File: src/pkg/rps_defines.svh
// offsets, field positions, reset values and select codes of the
// buffer ram pointer and indirect select register bank.
// assumes a byte-addressed avalon-mm slave with one 32-bit word per register.
`ifndef RPS_DEFINES_SVH
`define RPS_DEFINES_SVH
// ==========================================
// register byte offsets
`define RPS_OFS_PTR_UPPER 8'h00
`define RPS_OFS_PTR_LOWER 8'h04
`define RPS_OFS_SELECT 8'h08
`define RPS_OFS_CONFIG 8'h0C
`define RPS_OFS_SHARED 8'h10
`define RPS_OFS_RAM_DATA 8'h14
`define RPS_OFS_STATUS 8'h18
`define RPS_OFS_DIAG 8'h1C
// ==========================================
// field positions
`define RPS_DIR_BIT 7
`define RPS_STEP_BIT 6
`define RPS_SWRST_BIT 7
`define RPS_CHAIN_BIT 6
// ==========================================
// indirect select codes
`define RPS_SEL_TENT 3'h0
`define RPS_SEL_NODE 3'h1
`define RPS_SEL_SETUP1 3'h2
`define RPS_SEL_NEXT 3'h3
`define RPS_SEL_SETUP2 3'h4
// ==========================================
// reset values
`define RPS_PTR_RST 11'h000
`define RPS_CFG_RST 8'h00
`define RPS_SEL_RST 3'h0
`define RPS_STATUS_RST 8'h00
`define RPS_DIAG_RST 8'h00
`define RPS_NEXTID_RST 8'h00
`define RPS_ID_RST 8'h00
`define RPS_RSVD_READ 8'h00
`endif

File: src/pkg/rps_pkg.sv
// types shared by the pointer and indirect select register bank.
// assumes nothing beyond a systemverilog compiler.
package rps_pkg;
  // ==========================================
  // bus access sequencer states
  typedef enum logic [3:0]
  {
    ST_IDLE = 4'b0001,
    ST_RD1 = 4'b0010,
    ST_RD2 = 4'b0100,
    ST_ACK = 4'b1000
  } rps_state_e;
endpackage

File: src/design/rps_pointer.sv
// 11-bit buffer ram address pointer with direction and step enable.
// assumes load and step strobes are one-cycle pulses on mclk.
`timescale 1ns/1ps
`default_nettype none
`include "rps_defines.svh"
module rps_pointer
(
  input wire logic mclk,
  input wire logic nrst,
  input wire logic load_upper, // write to upper pointer register
  input wire logic load_lower, // write to lower pointer register
  input wire logic step, // one data access completed
  input wire logic [7:0] wdata,
  output logic [7:0] upper_rd, // readback of upper register
  output logic [10:0] ptr, // full ram address
  output logic ptr_dir // 1 read prepared, 0 write
);
  logic dir_r; // access direction
  logic step_en_r; // pointer step enable
  logic [10:0] ptr_r; // pointer_upper_bits and pointer_lower_bits

  // ==========================================
  // pointer state
  // loads win over a step; software is not expected to do both at once
  always_ff @(posedge mclk or negedge nrst)
  begin
    if (!nrst)
    begin
      dir_r <= 1'b0;
      step_en_r <= 1'b0;
      ptr_r <= `RPS_PTR_RST;
    end
    else if (load_upper)
    begin
      dir_r <= wdata[`RPS_DIR_BIT];
      step_en_r <= wdata[`RPS_STEP_BIT];
      ptr_r[10:8] <= wdata[2:0];
    end
    else if (load_lower)
    begin
      ptr_r[7:0] <= wdata;
    end
    else if (step && step_en_r)
    begin
      // single 11-bit add so the low byte carries upward
      ptr_r <= 11'(ptr_r + 11'h001);
    end
  end

  // unused bits 5..3 read as zero
  assign upper_rd = {dir_r, step_en_r, 3'h0, ptr_r[10:8]};
  assign ptr = ptr_r;
  assign ptr_dir = dir_r;
endmodule
`default_nettype wire

File: src/design/rps_indirect.sv
// indirect id and setup registers seen through the shared location.
// assumes write and load strobes are one-cycle pulses on mclk.
`timescale 1ns/1ps
`default_nettype none
`include "rps_defines.svh"
module rps_indirect
(
  input wire logic mclk,
  input wire logic nrst,
  input wire logic [2:0] sel, // indirect_select
  input wire logic wr, // write to the shared location
  input wire logic [7:0] wdata,
  input wire logic sw_reset, // software reset level
  input wire logic next_id_load, // protocol engine updates next id
  input wire logic [7:0] next_id_in,
  output logic [7:0] rdata, // shared location readback
  output logic [7:0] tentative_id,
  output logic [7:0] node_id,
  output logic [7:0] setup_one,
  output logic [7:0] next_id,
  output logic [7:0] setup_two
);
  logic [7:0] store_r [0:4]; // one flop byte per valid code

  // ==========================================
  // one byte per select code
  genvar i;
  generate
    for (i = 0; i < 5; i = i + 1)
    begin : g_ent
      if (i == 3)
      begin : g_next
        // next id is written by hardware only; soft reset clears it
        always_ff @(posedge mclk or negedge nrst)
        begin
          if (!nrst)
            store_r[i] <= `RPS_NEXTID_RST;
          else if (sw_reset)
            store_r[i] <= `RPS_NEXTID_RST;
          else if (next_id_load)
            store_r[i] <= next_id_in;
        end
      end
      else
      begin : g_rw
        always_ff @(posedge mclk or negedge nrst)
        begin
          if (!nrst)
            store_r[i] <= `RPS_ID_RST;
          else if (wr && sel == 3'(i))
            store_r[i] <= wdata;
        end
      end
    end
  endgenerate

  // reserved codes read a fixed value and swallow writes
  assign rdata = (sel <= `RPS_SEL_SETUP2) ? store_r[sel] : `RPS_RSVD_READ;
  assign tentative_id = store_r[0];
  assign node_id = store_r[1];
  assign setup_one = store_r[2];
  assign next_id = store_r[3];
  assign setup_two = store_r[4];
endmodule
`default_nettype wire

File: src/design/rps_top.sv
// avalon-mm register bank: buffer ram pointer, indirect select and
// the software reset and chaining bits of the configuration register.
// assumes a synchronous 2k x 8 ram outside: data one cycle after ram_re.
//
// The address map and the Avalon-MM slave port were decided locally.
`timescale 1ns/1ps
`default_nettype none
`include "rps_defines.svh"
module rps_top
(
  input wire logic mclk,
  input wire logic nrst,
  // avalon-mm slave
  input wire logic [7:0] avs_address,
  input wire logic avs_read,
  input wire logic avs_write,
  input wire logic [31:0] avs_writedata,
  input wire logic [3:0] avs_byteenable,
  output logic [31:0] avs_readdata,
  output logic avs_waitrequest,
  // buffer ram port
  output logic [10:0] ram_addr,
  output logic [7:0] ram_wdata,
  output logic ram_we,
  output logic ram_re,
  input wire logic [7:0] ram_rdata,
  // protocol engine side
  input wire logic [7:0] status_set,
  input wire logic [7:0] diag_set,
  input wire logic next_id_load,
  input wire logic [7:0] next_id_in,
  output logic soft_reset,
  output logic chain_mode_enable,
  output logic [7:0] tentative_id,
  output logic [7:0] node_id,
  output logic [7:0] setup_one,
  output logic [7:0] next_id,
  output logic [7:0] setup_two
);
  // ==========================================
  // declarations
  rps_pkg::rps_state_e state_r; // bus sequencer
  rps_pkg::rps_state_e state_nxt;
  logic [31:0] readdata_r; // answer word
  logic wait_r; // waitrequest
  logic [10:0] ram_addr_r;
  logic [7:0] ram_wdata_r;
  logic ram_we_r;
  logic ram_re_r;
  logic [7:0] cfg_r; // device_configuration
  logic [2:0] sel_r; // indirect_select
  logic [7:0] status_r; // status register
  logic [7:0] diag_r; // diagnostic status
  logic [7:0] upper_rd; // upper pointer readback
  logic [10:0] ptr; // current pointer
  logic ptr_dir; // access_direction
  logic [7:0] shared_rd; // shared location readback
  logic [7:0] rd_mux; // register readback byte
  logic commit; // master samples waitrequest low now
  logic wr_commit; // byte lane 0 write takes effect
  logic hit_ram; // address is the ram data port
  logic ram_rd_go; // read that needs a ram fetch
  logic load_upper;
  logic load_lower;
  logic load_sel;
  logic load_cfg;
  logic shared_wr;
  logic step; // one data access completed
  logic [7:0] wbyte; // low byte of write data

  // ==========================================
  // access decode, qualified by the answer edge
  assign wbyte = avs_writedata[7:0];
  assign hit_ram = (avs_address == `RPS_OFS_RAM_DATA);
  assign commit = (state_r == rps_pkg::ST_ACK);
  assign wr_commit = commit && avs_write && avs_byteenable[0];
  assign ram_rd_go = avs_read && hit_ram && ptr_dir;
  assign load_upper = wr_commit && (avs_address == `RPS_OFS_PTR_UPPER);
  assign load_lower = wr_commit && (avs_address == `RPS_OFS_PTR_LOWER);
  assign load_sel = wr_commit && (avs_address == `RPS_OFS_SELECT);
  assign load_cfg = wr_commit && (avs_address == `RPS_OFS_CONFIG);
  assign shared_wr = wr_commit && (avs_address == `RPS_OFS_SHARED);

  // a refused data access leaves the pointer alone
  // a data access counts only in the prepared direction
  assign step = commit && hit_ram
    && ((avs_read && ptr_dir) || (wr_commit && !ptr_dir));

  // ==========================================
  // pointer and indirect registers
  // the pointer also owns direction and step enable
  rps_pointer u_ptr
  (
    .mclk(mclk),
    .nrst(nrst),
    .load_upper(load_upper),
    .load_lower(load_lower),
    .step(step),
    .wdata(wbyte),
    .upper_rd(upper_rd),
    .ptr(ptr),
    .ptr_dir(ptr_dir)
  );

  // soft reset reaches this bank only as the next id clear
  rps_indirect u_ind
  (
    .mclk(mclk),
    .nrst(nrst),
    .sel(sel_r),
    .wr(shared_wr),
    .wdata(wbyte),
    .sw_reset(cfg_r[`RPS_SWRST_BIT]),
    .next_id_load(next_id_load),
    .next_id_in(next_id_in),
    .rdata(shared_rd),
    .tentative_id(tentative_id),
    .node_id(node_id),
    .setup_one(setup_one),
    .next_id(next_id),
    .setup_two(setup_two)
  );

  // ==========================================
  // bus sequencer: register reads answer in one cycle, ram reads in three
  // the answer edge always returns to idle, one idle edge per request
  always_comb
  begin
    state_nxt = state_r;
    unique case (state_r)
      rps_pkg::ST_IDLE:
      begin
        if (avs_read && ram_rd_go)
          state_nxt = rps_pkg::ST_RD1;
        else if (avs_read || avs_write)
          state_nxt = rps_pkg::ST_ACK;
      end
      rps_pkg::ST_RD1: state_nxt = rps_pkg::ST_RD2; // ram samples address
      rps_pkg::ST_RD2: state_nxt = rps_pkg::ST_ACK; // ram data valid
      rps_pkg::ST_ACK: state_nxt = rps_pkg::ST_IDLE; // master releases
    endcase
  end

  // state register
  always_ff @(posedge mclk or negedge nrst)
  begin
    if (!nrst)
      state_r <= rps_pkg::ST_IDLE;
    else
      state_r <= state_nxt;
  end

  // ==========================================
  // read mux; unmapped offsets read zero
  always_comb
  begin
    unique case (avs_address)
      `RPS_OFS_PTR_UPPER: rd_mux = upper_rd;
      `RPS_OFS_PTR_LOWER: rd_mux = ptr[7:0];
      `RPS_OFS_SELECT: rd_mux = {5'h00, sel_r};
      `RPS_OFS_CONFIG: rd_mux = cfg_r;
      `RPS_OFS_SHARED: rd_mux = shared_rd;
      `RPS_OFS_STATUS: rd_mux = status_r;
      `RPS_OFS_DIAG: rd_mux = diag_r;
      default: rd_mux = 8'h00; // ram data without a read prepared, unmapped
    endcase
  end

  // ==========================================
  // waitrequest and read data
  // waitrequest idles high so the master always waits for a real answer
  always_ff @(posedge mclk or negedge nrst)
  begin
    if (!nrst)
    begin
      wait_r <= 1'b1;
      readdata_r <= 32'h00000000;
    end
    else if (state_nxt == rps_pkg::ST_ACK)
    begin
      wait_r <= 1'b0;
      // rd2 is the cycle in which the ram shows the byte
      if (state_r == rps_pkg::ST_RD2)
        readdata_r <= {24'h000000, ram_rdata};
      else
        readdata_r <= {24'h000000, rd_mux};
    end
    else
    begin
      wait_r <= 1'b1;
    end
  end

  // ==========================================
  // ram port: address follows the pointer one cycle late
  always_ff @(posedge mclk or negedge nrst)
  begin
    if (!nrst)
    begin
      ram_addr_r <= `RPS_PTR_RST;
      ram_wdata_r <= 8'h00;
      ram_we_r <= 1'b0;
      ram_re_r <= 1'b0;
    end
    else
    begin
      ram_addr_r <= ptr;
      // read strobe only for a prepared data read
      ram_re_r <= (state_nxt == rps_pkg::ST_RD1);
      // write data goes out with the pre-step pointer in ram_addr_r
      ram_we_r <= wr_commit && hit_ram && !ptr_dir;
      // data latched even when refused; ram_we alone decides
      if (wr_commit && hit_ram)
        ram_wdata_r <= wbyte;
    end
  end

  // ==========================================
  // select and configuration; neither is touched by soft reset
  always_ff @(posedge mclk or negedge nrst)
  begin
    if (!nrst)
    begin
      sel_r <= `RPS_SEL_RST;
      cfg_r <= `RPS_CFG_RST;
    end
    else
    begin
      // only three select bits kept; upper bits read zero
      if (load_sel)
        sel_r <= wbyte[2:0];
      if (load_cfg)
        cfg_r <= wbyte;
    end
  end

  // ==========================================
  // status and diagnostics: sticky sets, held clear during soft reset
  // while the reset bit stands the clear dominates incoming sets
  always_ff @(posedge mclk or negedge nrst)
  begin
    if (!nrst)
    begin
      status_r <= `RPS_STATUS_RST;
      diag_r <= `RPS_DIAG_RST;
    end
    else if (cfg_r[`RPS_SWRST_BIT])
    begin
      status_r <= `RPS_STATUS_RST;
      diag_r <= `RPS_DIAG_RST;
    end
    else
    begin
      // bits stay set until the next soft reset
      status_r <= status_r | status_set;
      diag_r <= diag_r | diag_set;
    end
  end

  // ==========================================
  // outputs
  assign avs_readdata = readdata_r;
  assign avs_waitrequest = wait_r;
  assign ram_addr = ram_addr_r;
  assign ram_wdata = ram_wdata_r;
  assign ram_we = ram_we_r;
  assign ram_re = ram_re_r;
  // the device stays in soft reset while the bit stands
  assign soft_reset = cfg_r[`RPS_SWRST_BIT];
  // low keeps the legacy single-command behaviour downstream
  assign chain_mode_enable = cfg_r[`RPS_CHAIN_BIT];
endmodule
`default_nettype wire

File: config.mk
export PLATFORM = sky130hd
export DESIGN_NAME = rps_top
export DESIGN_NICKNAME = d
export VERILOG_FILES = /design/src/pkg/rps_pkg.sv /design/src/design/rps_pointer.sv /design/src/design/rps_indirect.sv /design/src/design/rps_top.sv
export VERILOG_INCLUDE_DIRS = /design/src /design/src/pkg
export SDC_FILE = /design/constraint.sdc
export NUM_CORES = 1
export LEC_CHECK = 0
export BUFFER_PORTS_ARGS = -buffer_cell sky130_fd_sc_hd__buf_2
export CELL_PAD_IN_SITES_DETAIL_PLACEMENT = 1
export CELL_PAD_IN_SITES_GLOBAL_PLACEMENT = 1
export CORE_MARGIN = 8
export CORE_UTILIZATION = 42
export DETAILED_ROUTE_END_ITERATION = 10
export GPL_TIMING_DRIVEN = 1
export PLACE_DENSITY_LB_ADDON = 0.1
export SYNTH_ARGS = -nofsm -noshare
export SYNTH_HDL_FRONTEND = slang
export SYNTH_SLANG_ARGS = --single-unit
File: constraint.sdc
create_clock -name mclk -period 5.7 [get_ports mclk]
set_clock_uncertainty 0.1 [all_clocks]
set_input_delay 0.285 -clock mclk [delete_from_list [all_inputs] [get_ports mclk]]
set_output_delay 0.285 -clock mclk [all_outputs]
set_load 0.005 [all_outputs]
## After elaboration in Yosys (flattened, before gate mapping)

Cells that the tools add are included.

- Add/subtract/negate cells: 1
- Order comparisons: 2
- Equal/unequal tests: 17
- Mux-type cells: 18
- Bitwise gates (word level): 4
- Reduce and logical (&&, ||, !) cells: 31

Operator list:

| kind | count |
|---|---|
| two-way mux 8 bit | 9 |
| case mux 8 bit (7 select lines) | 1 |
| equality test 8 x 5 -> 1 bit, second input constant | 4 |
| binary-select mux 8 bit (select 3 bit) | 1 |
| logical AND 1 bit | 21 |
| equality test 8 x 4 -> 1 bit, second input constant | 2 |
| bitwise OR 8 bit | 2 |
| case mux 4 bit (4 select lines) | 1 |
| adder 11 x 1 -> 11 bit, second input constant | 1 |
| two-way mux 11 bit | 1 |
| equality test 4 x 2 -> 1 bit, second input constant | 2 |
| equality test 4 bit, second input constant | 2 |
| equality test 8 x 3 -> 1 bit, second input constant | 1 |
| logical NOT 8 bit | 1 |
| two-way mux 4 bit | 2 |
| two-way mux 3 bit | 2 |
| nonzero test 2 bit | 3 |
| equality test 4 x 1 -> 1 bit, second input constant | 1 |
| equality test 4 x 3 -> 1 bit, second input constant | 1 |
| >= comparator 4 bit, second input constant | 1 |
| inverter 3 -> 4 bit | 1 |
| AND reduction 2 bit | 2 |
| equality test 3 x 1 -> 1 bit, second input constant | 1 |
| equality test 3 x 2 -> 1 bit, second input constant | 1 |
| other kinds (8) | 9 |

- Register bits after elaboration: 138
- Output and inout port bits: 96
- Logic and storage cells: 93

## Logic depth before layout (Yosys ltp)

- Depth in word-level cells: 10
- Gate-level depth with buffers: 8
- Depth with buffers taken out: 5

## Cells and area by module

A second synthesis with hierarchy kept.

- Cells, all modules: 525
- Area, all modules: 5796.8 um2

Modules (own cells, without submodules):

| module | times used | cells each | area each (um2) | sequential area each (um2) |
|---|---|---|---|---|
| rps_top | 1 | 295 | 3059.2 | 1529.0 |
| rps_indirect | 1 | 135 | 1883.1 | 1001.0 |
| rps_pointer | 1 | 95 | 854.6 | 325.3 |

## Worst setup path before layout

No wires, ideal clock.

- Kind: in2reg
- From: in avs_address[3]
- To: reg u_ptr.ptr_r[9] (netlist: u_ptr.ptr[9])
- Library setup time: 0.126 ns
- Data arrival time: 2.413 ns
- Slack: 3.061 ns
- Stages on the path: 8
- Buffers on the path: 3
- Cells stage by stage: buf_2 > or4b_1 > buf_2 > or4_1 > buf_4 > nor2_4 > mux2_2 > a221o_1

- Cells in the longest elaborated chain, start to end: 6
- Elaborated cells on any way between the ends: 12

RTL lines:

| what | line | source |
|---|---|---|
| start: declaration | rps_top.sv:14 | `input wire logic [7:0] avs_address,` |
| equality test 8 x 5 -> 1 bit (no source line) | -- |  |
| logical AND 1 bit | rps_top.sv:86 | `assign step = commit && hit_ram` |
| logical AND 1 bit | rps_top.sv:87 | `&& ((avs_read && ptr_dir) \|\| (wr_commit && !ptr_dir));` |
| logical AND 1 bit | rps_pointer.sv:43 | `else if (step && step_en_r)` |
| nonzero test 2 bit (no source line) | -- |  |
| AND reduction 2 bit (no source line) | -- |  |
| end signal: assignment | rps_pointer.sv:31 | `` ptr_r <= `RPS_PTR_RST; `` |
| end signal: assignment | rps_pointer.sv:37 | `ptr_r[10:8] <= wdata[2:0];` |
| end signal: assignment | rps_pointer.sv:46 | `ptr_r <= 11'(ptr_r + 11'h001);` |
| end: declaration | rps_pointer.sv:20 | `logic [10:0] ptr_r;` |

Several ways; a longest one is shown, not always the timed one.
A chain may end at the register's enable or synchronous reset.

## Final worst setup path

- From: reg state_r[1]
- To: reg u_ind.store_r (netlist bit u_ind.tentative_id[5])

- Cells in the longest elaborated chain, start to end: 5

RTL lines:

| what | line | source |
|---|---|---|
| start: declaration | rps_top.sv:42 | `rps_pkg::rps_state_e state_r;` |
| start signal: assignment | rps_top.sv:148 | `state_r <= rps_pkg::ST_IDLE;` |
| start signal: assignment | rps_top.sv:150 | `state_r <= state_nxt;` |
| equality test 4 bit | rps_top.sv:75 | `assign commit = (state_r == rps_pkg::ST_ACK);` |
| logical AND 1 bit (2 in series) | rps_top.sv:76 | `assign wr_commit = commit && avs_write && avs_byteenable[0];` |
| logical AND 1 bit | rps_top.sv:82 | `` assign shared_wr = wr_commit && (avs_address == `RPS_OFS_SHARED); `` |
| logical AND 1 bit | rps_indirect.sv:50 | `else if (wr && sel == 3'(i))` |
| end signal: indexed assignment | rps_indirect.sv:49 | `` store_r[i] <= `RPS_ID_RST; `` |
| end signal: indexed assignment | rps_indirect.sv:51 | `store_r[i] <= wdata;` |
| end: declaration | rps_indirect.sv:23 | `logic [7:0] store_r [0:4];` |

No other way between the ends.

==> flow_summary.toml <==
[outcome]
outcome = "finished, final reports clean"

[synthesis]
ys_seq_area_share_pct = 50.34
synth-edff-count = 0
synth_fa_ha_area_share_pct = 0.2206
synth-async-reset-ratio_pct = 100.0
synth_xor_area_share_pct = 1.081
syn_area_um2 = 5672
ys_warn_count = 0
synth.avg_cell_area_um2 = 11.12
synth_top_cell_by_area = "dfrtp_1"
synth-seq-cells = 114
synth_top_family_by_area = "multiplexers"
synth_top_area_share_pct = 49.42
synth_compound_gate_area_share_pct = 8.118
synth-simple-area-share_pct = 16.28
ys.flop_type = "dfrtp_1"
ys_top_cells_by_area = "dfrtp_1 (49%), mux2_2 (12%), mux2i_1 (5.8%)"
synthDistinctLibCells = 62
synthCells = 510
synth_mux_area_share_pct = 18.33

[clock_network]
clock-root-buffer = "clkbuf_16"
clock_latency_ns = 0.42
cts_hold_buf = 18
htree_levels = 4
post_cts_resize_count = 0
clkSlewWorstSetupHoldPaths_ns = 0.05
numClockSinks = 114
cts_made_buffers = 17
cts_tree = "yes"
clk_path_buf_depth = 2
post_cts_buffers = 0

[global_route]
grt_overflow_total = 0
antenna_found_initial = 0
grt_pass1_vias = 5002
grt_first_pass_wirelength_mm = 28.45
grt_start_max_net_pins = 72
grt_usage_pct = 21.04

[sta]
max_slew_margin_pct = 21.69
worst_pin_slew_ns = 1.165
final.setup.tns_ns = 0
fmax_mhz = 316.8
setup_violations = 0
hold_viol = 0
timing.final.crit_period_ns = 3.157
rsz0062_at_grt = "no"
post-route-period-util_pct = 55.38
drv_slew = 0

[setup_path]
critical_path_class = "reg2reg"
startpoint_type = "flip-flop"
critPathMaxStageDelay_ns = 0.72
crit_path_end_kind = "flip-flop"
critical-path-slowest-cell = "or4b_1"
cp_num_buf_inv = 0
cp_cell_sequence = "or4b_1 > nor4_2 > nand2b_1 > nor3_2 > mux2_2"
cp.arrival_ns = 3.36
critPathMaxFanout = 11
critical-path-top-delay-family = "simple AND/OR/NAND/NOR gates"
required_ns = 5.90

[floorplan]
die_h_um = 132.2
rows = 42
core_area_um2 = 13240
die_w_um = 132.2
ios = 177
initial_core_util_pct = 42.83
dieArea_um2 = 17480

[pwr]
p_per_area_nw_per_um2 = 313.9
ir_drop_uv = 203.5
power_frac_seq_pct = 41.2
p_sw_share_pct = 25.72
pwr-share-clk_pct = 46.7
intPower_uw = 1655
comb_power_share_pct = 12.1
switching_power_uw = 573.0
p_leak_uw = 0.003386

[cells_and_area]
diodes = 0
final_cell_area_um2 = 7096
area_growth_syn_to_layout_pct = 25.10
finish.utilization_pct = 53.58
drive_gt1_share_pct = 35.71
finalNetCount = 727

[detailed_routing]
ant_nets = 0
wl_per_cell_um = 21.26
via_per_inst = 5.356
drt-total-wl_mm = 17.73
drc = 0
drt-pass1-iter-count = 5
via_count = 4467
drt-initial-drc-count = 228

[place]
dp_hpwl_mm = 12.71
placed_area_um2 = 6332
place_congestion = 0.8714
numPortBuffers = 125

[worst_hold_path]
hold_path.class = "in2reg"

[job]
cap_violations = 0
[sequential cells by signal, summed over array words and instances, names as in the netlist, 3 cells and up]
signal	cells
avs_readdata	8
cfg_r	8
diag_r	8
ram_addr	11
ram_wdata	8
sel_r	3
state_r	4
status_r	8
u_ind.next_id	8
u_ind.node_id	8
u_ind.setup_one	8
u_ind.setup_two	8
u_ind.tentative_id	8
u_ptr.ptr	11
[metrics by stage]
stage                     instances  power [uW]  worst slack, ns  hold slack (ns)
final                           834        2228            2.543          0.02649
after global routing            834        2327            2.408          0.02483
after CTS                       834        2252            2.571         0.008781
after detailed placement        784        1192            2.423           0.3411
after global placement          784        1179            2.454           0.3395
after floorplan                 533        1082            3.061          -0.1106
[final cells by class]
class	instances	area [um2]
fill	1489	6147
sequential	114	2855
multi-input combinational	361	2587
timing repair buffer	146	830.8
clock buffer	23	478.0
tap	176	220.2
clock inverter	9	105.1
inverter	5	18.77
[cell families after synthesis]
kind of cell,count (synthesis)
buffers and inverters,58
flip-flops,114
other,1
multiplexers,94
AO/OA/AOI/OAI,69
AND/OR/NAND/NOR,166
adder cells (fa/ha/maj),1
XOR/XNOR,7
[synthesized netlist by cell type (all sizes together) (3+ instances only)]
cell,n
a21oi,22
a221oi,4
a22o,3
a31oi,5
a32oi,4
buf,32
clkbuf,21
dfrtp,112
inv,5
mux2,59
mux2i,33
nand2,24
nand2b,7
nand3,4
nand3b,3
nand4,3
nor2,73
nor2b,4
nor3,5
nor3b,5
nor4,14
nor4b,5
o21ai,10
o221ai,3
or3,3
or4,3
or4b,3
xnor2,7
[power groups by stage]
stage	registers [uW]	logic (uW)	clock network [uW]
floorplan	905	177	0
global placement	927	251	0
detailed placement	930	262	0
CTS	917	275	1060
global route	925	306	1100
finish	918	270	1040
[layout by cell type (no fill, tap or decap), drive strengths merged, types with 4 or more instances in the layout]
| cell type | Yosys | routed |
|---|---|---|
| dlygate4sd3 | 0 | 18 |
| a31oi | 5 | 5 |
| nor3b | 5 | 5 |
| o21ai | 10 | 10 |
| a21oi | 22 | 22 |
| nand2 | 24 | 24 |
| mux2 | 59 | 59 |
| nand3 | 4 | 4 |
| nor4b | 5 | 5 |
| nor2 | 73 | 73 |
| xnor2 | 7 | 7 |
| nor3 | 5 | 5 |
| mux2i | 33 | 33 |
| a221oi | 4 | 4 |
| clkbuf | 21 | 23 |
| buf | 32 | 128 |
| a32oi | 4 | 4 |
| nor2b | 4 | 4 |
| conb | 1 | 24 |
| dfrtp | 112 | 112 |
| nor4 | 14 | 14 |
| nand2b | 7 | 7 |
| inv | 5 | 5 |
| clkinv | 0 | 6 |
[path summary, 6_finish.rpt]
kind,from,to,slack (ns),cells past startpoint
setup / recovery,state_r[1],u_ind.tentative_id[5],2.54,5
hold / removal,next_id_in[5],u_ind.next_id[5],0.03,3
setup reg to reg,state_r[1],u_ind.tentative_id[5],2.54,5
hold reg to reg,u_ptr.ptr[5],ram_addr[5],0.36,0
max in group asynchronous,nrst,cfg_r[7],3.88,3
min in group asynchronous,nrst,state_r[2],0.46,2
[routing by layer]
| layer | GRT usage [%] | wire length [um] | share of wire (%) |
|---|---|---|---|
| met1 | 25.12 | 7529 | 42 |
| met4 | 8.454 | 359 | 2.0 |
| met2 | 34.48 | 8696 | 49 |
| met3 | 6.745 | 1147 | 6.5 |
| met5 | 0 | 0 | 0 |
[worst register-to-register path, stage by stage, from the launching register on]
cell and delay (ns):
dfrtp_1 0.51, or4b_1 0.73, nor4_2 0.46, nand2b_1 0.23, nor3_2 0.60, mux2_2 0.41
(Power assumes the default switching activity.)
